===== config.mk =====
export PLATFORM = sky130hd
export DESIGN_NAME = sar_readout
export DESIGN_NICKNAME = d
export VERILOG_FILES = /design/src/rtl/sar_pkg.sv /design/src/rtl/sar_if.sv /design/src/rtl/sar_result_store.sv /design/src/rtl/sar_readout.sv
export VERILOG_INCLUDE_DIRS = /design/src /design/src/rtl
export SDC_FILE = /design/constraint.sdc
export NUM_CORES = 1
export LEC_CHECK = 0
export ABC_AREA = 1
export BUFFER_PORTS_ARGS = -buffer_cell sky130_fd_sc_hd__clkbuf_2
export CAP_MARGIN = 20
export CORE_ASPECT_RATIO = 1.25
export CORE_MARGIN = 3
export CORE_UTILIZATION = 55
export DETAILED_ROUTE_END_ITERATION = 6
export GPL_TIMING_DRIVEN = 0
export PLACE_DENSITY = 0.75
export SLEW_MARGIN = 20
export SYNTH_ARGS = -nofsm -noshare
export SYNTH_HDL_FRONTEND = slang
export SYNTH_SLANG_ARGS = --single-unit

===== constraint.sdc =====
create_clock -name clk -period 2.95 [get_ports clk]
set_input_delay 0.1475 -clock clk [delete_from_list [all_inputs] [get_ports clk]]
set_output_delay 0.1475 -clock clk [all_outputs]
set_load 0.05 [all_outputs]

===== src/rtl/sar_defs.svh =====
`ifndef SAR_DEFS_SVH
`define SAR_DEFS_SVH
`define SAR_RES_W 18
`define SAR_MSB 17
`define SAR_SER_BITS 5'd18
`define SAR_CONV_CYC 6'd40
`define SAR_INIT_CYC 6'd8
`define SAR_HALF_CYC 6'd20
`define SAR_MODE_P18 2'h0
`define SAR_MODE_P16 2'h1
`define SAR_MODE_P8 2'h2
`define SAR_MODE_SER 2'h3
`define SAR_SIGN_FLIP 18'h20000
`define SAR_DIV_BASE 4'h1
`define SAR_SYNC_IDLE 35'h100600000
`endif


===== src/rtl/sar_pkg.sv =====
`default_nettype none
package sar_pkg;
  typedef enum logic [1:0] {
    sar_idle = 2'b00,
    sar_conv = 2'b01,
    sar_shift = 2'b11,
    sar_init = 2'b10
  } sar_state_e;
  typedef logic [17:0] sar_word_t;
endpackage
`default_nettype wire


===== src/rtl/sar_if.sv =====
`default_nettype none
interface sar_if;
  logic [17:0] wdata;
  logic we;
  logic [17:0] rdata;
  modport ctl (output wdata, output we, input rdata);
  modport mem (input wdata, input we, output rdata);
endinterface
`default_nettype wire


===== src/rtl/sar_result_store.sv =====
`default_nettype none
module sar_result_store (
  input wire logic clk,
  input wire logic rst,
  sar_if.mem port
);
  logic [17:0] word_reg;
  logic [17:0] word_next;
  always_comb begin
    word_next = port.we ? port.wdata : word_reg;
  end
  always_ff @(posedge clk) begin
    if (rst) begin
      word_reg <= 18'h00000;
    end else begin
      word_reg <= word_next;
    end
  end
  assign port.rdata = word_reg;
endmodule // sar_result_store
`default_nettype wire


===== src/rtl/sar_readout.sv =====
// What this block does
// - coding pin picks twos complement or binary
// - bus outputs driven only while select, read low
// - reset rise aborts conversion, releases bus
// - reset fall clears bus, busy pulse init
// - mode field picks 18/16/8 bit or serial
// - host word select fetches words or bytes
// - selects held low: bus follows every result
// - serial 18 bits, msb first, per clock
// - serial bit changes on one clock edge, stable over the other
// - internal clock with sync, both invertible
// - read timing pin: after or during convert
// - during convert clock follows conversion steps
// - after convert busy holds until shifted out
// - divider pins slow after-convert serial clock
// - external clock rise gated by select and read, fall by select
// - continuous or gapped clock, either idle
// - host reads after busy falls
// - chain input taken on opposite edge
// - late during-convert read pulses overrun flag
// - convert start falling edge, no restart
`include "sar_defs.svh"
`default_nettype none
module sar_readout import sar_pkg::*; (
  // clock and reset
  input wire logic clk,
  input wire logic rst,
  // conversion control, pins
  input wire logic convert_start_n,
  input wire logic reset_pin,
  input wire logic power_down,
  input wire logic [17:0] sample_code,
  // interface configuration, pins
  input wire logic [1:0] mode,
  input wire logic coding_select,
  input wire logic clock_source_select,
  input wire logic read_timing_or_chain_in,
  input wire logic [1:0] serial_clock_divider,
  input wire logic sclk_invert,
  input wire logic sync_invert,
  // bus control, pins
  input wire logic cs_n,
  input wire logic rd_n,
  input wire logic [1:0] word_select,
  input wire logic sclk_in,
  // outputs
  output logic [17:0] data_out,
  output logic [17:0] data_oe,
  output logic serial_data_out,
  output logic sclk_out,
  output logic sclk_oe,
  output logic sync_out,
  output logic busy,
  output logic read_overrun_flag
);
  // two-flop synchronisers for every pin input
  localparam int NS = 35;
  logic [NS-1:0] raw;
  logic [NS-1:0] s1_reg;
  logic [NS-1:0] s2_reg;
  assign raw = {sclk_invert, sync_invert, convert_start_n, reset_pin, power_down, mode,
                coding_select, clock_source_select, read_timing_or_chain_in,
                serial_clock_divider, cs_n, rd_n, word_select, sclk_in, sample_code};
  always_ff @(posedge clk) begin
    if (rst) begin
      // idle levels, so no false start or reset edge follows rst
      s1_reg <= `SAR_SYNC_IDLE;
      s2_reg <= `SAR_SYNC_IDLE;
    end else begin
      s1_reg <= raw;
      s2_reg <= s1_reg;
    end
  end
  logic cnv_n, rpin, pd_s, ob, ext, rdc, csn, rdn, sck, sinv, yinv;
  logic [1:0] md, dv, ws;
  sar_word_t code;
  // power down is synchronised but never touches a running conversion
  assign {sinv, yinv, cnv_n, rpin, pd_s, md, ob, ext, rdc, dv,
          csn, rdn, ws, sck, code} = s2_reg;

  function automatic logic [17:0] word_pick(input logic [1:0] m, input logic [1:0] a,
                                            input sar_word_t v);
    logic [17:0] r;
    r = v;
    case (m)
      `SAR_MODE_P16: r = (a == 2'h0) ? {2'h0, v[17:2]} : {16'h0000, v[1:0]};
      `SAR_MODE_P8: begin
        case (a)
          2'h0: r = {10'h000, v[17:10]};
          2'h1: r = {10'h000, v[9:2]};
          default: r = {16'h0000, v[1:0]};
        endcase
      end
      default: r = v;
    endcase
    return r;
  endfunction

  sar_if st_if ();
  sar_result_store u_store (
    .clk(clk),
    .rst(rst),
    .port(st_if)
  );

  sar_state_e state_reg, state_next;
  logic [5:0] cnt_reg, cnt_next;
  logic [4:0] bit_reg, bit_next;
  logic [3:0] div_reg, div_next;
  logic [17:0] sh_reg, sh_next;
  logic [17:0] prev_reg, prev_next;
  logic cnv_q_reg, rpin_q_reg, sck_q_reg;
  logic ph_reg, ph_next, sck_reg, sck_next, sync_reg, sync_next;
  logic rdone_reg, rdone_next, err_reg, err_next, sdo_reg, sdo_next;
  logic busy_reg, busy_next, held_reg, held_next;
  logic sclko_reg, sclko_next, synco_reg, synco_next, soe_reg, soe_next;
  logic [17:0] dout_reg, dout_next, doe_reg, doe_next;
  logic start, sel, ser, int_rac, int_rdc, ext_rac, ext_rdc, sk_lead, sk_trail;
  logic [3:0] div_top;

  assign start = cnv_q_reg & ~cnv_n;
  assign sel = ~csn & ~rdn;
  assign ser = (md == `SAR_MODE_SER);
  assign int_rac = ser & ~ext & ~rdc;
  assign int_rdc = ser & ~ext & rdc;
  assign ext_rac = ser & ext & ~rdc;
  assign ext_rdc = ser & ext & rdc;
  // clock accepted only while selected, shifted on rise, sampled on fall
  assign sk_lead = ~csn & sel & sck & ~sck_q_reg;
  assign sk_trail = ~csn & ~sck & sck_q_reg;
  assign div_top = `SAR_DIV_BASE << dv;

  always_comb begin
    state_next = state_reg;
    cnt_next = cnt_reg;
    bit_next = bit_reg;
    div_next = div_reg;
    sh_next = sh_reg;
    prev_next = prev_reg;
    ph_next = ph_reg;
    sck_next = sck_reg;
    sync_next = 1'b0;
    rdone_next = rdone_reg;
    err_next = 1'b0;
    busy_next = busy_reg;
    held_next = rpin;
    st_if.we = 1'b0;
    // offset binary flips the sign bit of the twos complement code
    st_if.wdata = ob ? (code ^ `SAR_SIGN_FLIP) : code;
    if (rpin) begin
      state_next = sar_idle;
      busy_next = 1'b0;
      sck_next = 1'b0;
    end else if (held_reg) begin
      state_next = sar_init;
      cnt_next = 6'h00;
      busy_next = 1'b1;
      st_if.we = 1'b1;
      st_if.wdata = 18'h00000;
    end else begin
      case (state_reg)
        sar_init: begin
          cnt_next = cnt_reg + 6'h01;
          if (cnt_reg == `SAR_INIT_CYC) begin
            state_next = sar_idle;
            busy_next = 1'b0;
          end
        end
        sar_idle: begin
          if (start) begin
            state_next = sar_conv;
            cnt_next = 6'h00;
            busy_next = 1'b1;
            bit_next = 5'h00;
            rdone_next = 1'b0;
            sh_next = prev_reg;
            sck_next = 1'b0;
          end
          if (ext_rac && sk_lead && bit_reg < `SAR_SER_BITS) begin
            sh_next = {sh_reg[16:0], ph_reg};
            bit_next = bit_reg + 5'h01;
          end
          if (sk_trail) begin
            ph_next = rdc;
          end
        end
        sar_conv: begin
          cnt_next = cnt_reg + 6'h01;
          // previous result leaves at conversion pace, slower toward lsbs
          if (int_rdc && bit_reg < `SAR_SER_BITS &&
              cnt_reg >= {bit_reg, 1'b0} + {4'h0, bit_reg[4:3]}) begin
            sck_next = ~sck_reg;
            sync_next = 1'b1;
            if (sck_reg) begin
              sh_next = {sh_reg[16:0], 1'b0};
              bit_next = bit_reg + 5'h01;
            end
          end
          if (ext_rdc && sk_lead && bit_reg < `SAR_SER_BITS) begin
            sh_next = {sh_reg[16:0], 1'b0};
            bit_next = bit_reg + 5'h01;
          end
          if (cnt_reg == `SAR_CONV_CYC) begin
            st_if.we = 1'b1;
            prev_next = st_if.wdata;
            sh_next = st_if.wdata;
            sck_next = 1'b0;
            if (ext_rdc && bit_reg != `SAR_SER_BITS) begin
              err_next = 1'b1;
            end
            bit_next = 5'h00;
            div_next = 4'h0;
            if (int_rac) begin
              state_next = sar_shift;
            end else begin
              state_next = sar_idle;
              busy_next = 1'b0;
            end
          end
        end
        sar_shift: begin
          div_next = div_reg + 4'h1;
          sync_next = 1'b1;
          if (div_reg + 4'h1 >= div_top) begin
            div_next = 4'h0;
            sck_next = ~sck_reg;
            if (sck_reg) begin
              // data moves only on the falling edge, stable across the rise
              sh_next = {sh_reg[16:0], 1'b0};
              bit_next = bit_reg + 5'h01;
              if (bit_reg == `SAR_SER_BITS - 5'h01) begin
                state_next = sar_idle;
                busy_next = 1'b0;
                sync_next = 1'b0;
              end
            end
          end
        end
        default: state_next = sar_idle;
      endcase
    end
    sdo_next = sh_next[`SAR_MSB];
    sclko_next = sck_next ^ sinv;
    synco_next = sync_next ^ yinv;
    soe_next = int_rac | int_rdc;
  end

  always_comb begin
    // parallel modes follow every new result while selected
    dout_next = word_pick(md, ws, st_if.rdata);
    doe_next = (sel && !rpin && !ser) ? 18'h3ffff : 18'h00000;
    if (ser) begin
      dout_next = 18'h00000;
    end
  end

  always_ff @(posedge clk) begin
    if (rst) begin
      state_reg <= sar_idle;
      cnt_reg <= 6'h00;
      bit_reg <= 5'h00;
      div_reg <= 4'h0;
      sh_reg <= 18'h00000;
      prev_reg <= 18'h00000;
      ph_reg <= 1'b0;
      sck_reg <= 1'b0;
      sync_reg <= 1'b0;
      rdone_reg <= 1'b0;
      err_reg <= 1'b0;
      sdo_reg <= 1'b0;
      sclko_reg <= 1'b0;
      synco_reg <= 1'b0;
      soe_reg <= 1'b0;
      busy_reg <= 1'b0;
      held_reg <= 1'b0;
      dout_reg <= 18'h00000;
      doe_reg <= 18'h00000;
      cnv_q_reg <= 1'b1;
      rpin_q_reg <= 1'b0;
      sck_q_reg <= 1'b0;
    end else begin
      state_reg <= state_next;
      cnt_reg <= cnt_next;
      bit_reg <= bit_next;
      div_reg <= div_next;
      sh_reg <= sh_next;
      prev_reg <= prev_next;
      ph_reg <= ph_next;
      sck_reg <= sck_next;
      sync_reg <= sync_next;
      rdone_reg <= rdone_next;
      err_reg <= err_next;
      sdo_reg <= sdo_next;
      sclko_reg <= sclko_next;
      synco_reg <= synco_next;
      soe_reg <= soe_next;
      busy_reg <= busy_next;
      held_reg <= held_next;
      dout_reg <= dout_next;
      doe_reg <= doe_next;
      cnv_q_reg <= cnv_n;
      rpin_q_reg <= rpin;
      sck_q_reg <= sck;
    end
  end

  assign data_out = dout_reg;
  assign data_oe = doe_reg;
  assign serial_data_out = sdo_reg;
  assign sclk_out = sclko_reg;
  assign sclk_oe = soe_reg;
  assign sync_out = synco_reg;
  assign busy = busy_reg;
  assign read_overrun_flag = err_reg;
endmodule // sar_readout
`default_nettype wire


==> results.cfg <==
[sta]
clock_skew_ns = 0.007138
slew-limit-headroom_pct = 54.04
tightest_slew_ns = 0.6869
hold_viol_final = 0
report.final.slew_viol_count = 0
setup-tns-final_ns = 0
timing.fmax_ghz = 0.3662
period_share_pct = 92.57
rsz0062_at_grt = no
fin_crit_ns = 2.731
setup-violations-final = 0

[clocking]
numCtsBuffers = 17
clkLatencyLatePin_ns = 0.43
tritoncts = built
path_clk_slew_ns = 0.07
cts_root_buf = clkbuf_16
clkSinkCount = 168
ctsHtreeMaxLevel = 4
cts_buffer_depth = 2

[global_routing]
antenna_found_initial = 0
grt_pass1_vias = 6940
grt_pass1_wl_um = 33820
grt_max_degree = 19
gr-usage-all-layers_pct = 26.61
overflow = 0

[flow_run]
drv_cap = 0

[power]
power_mw = 7.126
vdd_ir_drop_max_mv = 0.4892
powerDensity_nw_per_um2 = 750.7
leakagePower_nw = 4.290

[detailed_routing]
final_antenna_net_count = 0
vias = 7558
drc = 0
drtPass1Iterations = 5
routed_wl_um = 20840
vias_per_cell = 5.202
avgRoutedWirePerCell_um = 14.34
dr.first_iter.drc_count = 687

[layout]
drive_gt1_share_pct = 13.93
finish.instance_area_sq_um = 9493
fillers = 1169
finish.net_count = 1327
stdcell_count = 1453
diodes = 0
syn_to_final_growth_pct = 19.48

[critical_path]
rr_worst_depth = 17
start_kind = flop
crit_path_end_kind = flop
arrival_ns = 3.06
worstReg2RegEnd = sh_reg[7]
path_class = flop to flop
regToRegStartpoint = bit_reg[0]
worst-path-max-fanout = 10
cp.required_ns = 3.28
worst-r2r-setup-slack_ns = 0.22

[floorplanning]
fp.dieW_um = 113.5
start_util_pct = 56.78
die_h_um = 140.4
die-area_sq_um = 15930
core.rowCount = 48
ios = 79
core_area_sq_um = 13990

[min_path]
holdPathStages = 3
holdPathEnd = prev_reg[16]
min_from = rst
hp-class = primary input to flop

[placement]
post-place-cells = 1387
dp_hpwl_um = 14540
port_buffers = 76
place.gp.congestion = 0.9162
placed_area_sq_um = 8544

[logic_synthesis]
yosysMostFrequentCell = nand2_1
yosys-top-cells-count = 273 x nand2_1, 168 x dfxtp_1, 146 x nor2_1, 137 x inv_1, 88 x nand3_1
yosysTopAreaCellShare_pct = 42.33
ys_seq_elements = 168
syn_nets = 1198
synthCells = 1136
synth_edf_count = 0
ys_seq_area_share_pct = 42.33
synth_area_leader_cell = dfxtp_1
synthArstFlopShare_pct = 0
syn_avg_cell_area_sq_um = 6.994
syn_area_sq_um = 7945
ys_warn_count = 0
yosysUniqueCellTypes = 42
synth-main-ff-cell = dfxtp_1
synth_area_leaders = dfxtp_1 42%, nand2_1 13%, nor2_1 6.9%

[status]
outcome = finished, final reports clean
[per-stage QoR]
stage | util (%) | hold WS (ns) | worst slack (ns)
after floorplan | - | 0.2513 | 0.4975
after global placement | 61.06 | 0.3343 | 0.1664
after detailed placement | 61.06 | 0.3398 | 0.1190
after CTS | 67.80 | 0.3629 | 0.1030
after global routing | 67.84 | 0.4097 | 0.02442
final | 67.84 | 0.3783 | 0.2191
[worst max path at each step]
stage / startpoint / end / slack (ns) / cells after the start
after floorplan: bit_reg[0] / sh_reg[7] / 0.50 / 17
after global placement: bit_reg[0] / sh_reg[5] / 0.17 / 17
after CTS: bit_reg[0] / sh_reg[7] / 0.10 / 17
after global routing: bit_reg[0] / sh_reg[17] / 0.02 / 17
final: bit_reg[0] / sh_reg[7] / 0.22 / 17
after detailed placement: bit_reg[0] / sh_reg[7] / 0.12 / 17
[worst max-delay path, cell delays in order, from the launching register on]
cell and delay (ns):
dfxtp_4 0.38, ha_1 0.22, ha_1 0.20, nand3_1 0.10, xor2_1 0.17, ha_1 0.26, nand2_1 0.09, inv_1 0.05
a21oi_1 0.14, nand2_1 0.12, and2_2 0.21, nor2_2 0.12, nand2_4 0.09, nand2_2 0.16, buf_6 0.17, nand2_1 0.06
nand2_1 0.06, nor2_1 0.04
[power breakdown]
part / switching (mW) / total, mW / internal [mW]
Combinational: 1.45 / 2.18 / 0.733
Clock: 0.986 / 2.28 / 1.30
Sequential: 0.164 / 2.67 / 2.50
[placed cells by master (no fill, tap or decap), types with 2 or more instances in the layout]
master / count
bufinv_16: 2
a31oi_1: 6
dfxtp_1: 166
o211ai_1: 25
buf_2: 18
nor3_2: 2
nor3_1: 7
xnor2_1: 3
a21oi_2: 3
or2_2: 7
inv_2: 5
o21ai_1: 18
xor2_1: 9
buf_4: 20
a21oi_1: 68
clkbuf_2: 76
dlygate4sd3_1: 34
a211oi_1: 3
buf_6: 4
clkbuf_16: 17
inv_6: 5
nor2_2: 2
nand4_1: 6
clkbuf_1: 29
nand2_2: 3
inv_1: 137
nand3_1: 88
nor4_1: 2
buf_1: 2
nor2_1: 146
nand2_1: 273
ha_1: 25
clkinvlp_4: 2
o21ai_0: 44
[cell families after synthesis]
family,after synthesis,synth area share (%)
AO/OA/AOI/OAI,173,12.25
XOR/XNOR,12,1.323
adder cells (fa/ha/maj),25,3.937
buffers and inverters,215,11.76
flip-flops,168,42.33
AND/OR/NAND/NOR,543,28.39
[per-layer routing]
metal | routed length, um | track usage, % | vias up | share of wire [%]
met3 | 1493 | 5.402 | 51 | 7.2
met5 | 0 | 0 | - | 0
met1 | 8966 | 34.45 | 3366 | 43
li1 | - | - | 3838 | -
met4 | 529 | 9.937 | 0 | 2.5
met2 | 9853 | 43.65 | 303 | 47
[timing repair]
action                     4_1_cts  5_1_grt
gates resized for setup          0        3
setup endpoints to repair        0       21
hold endpoints to repair        34        0
setup buffers                    0        0
hold buffers                    34        0
[cell type report]
type	instances	area, sq um	area share (%)
inverter	143	536.8	5.654
buffer	72	397.9	4.191
clock inverter	13	160.2	1.687
tap	175	219.0	2.307
clock buffer	19	442.9	4.666
multi-input combinational	753	3647	38.42
sequential	168	3368	35.48
timing repair buffer	110	720.7	7.592
Power figures use the tool's default switching activity.
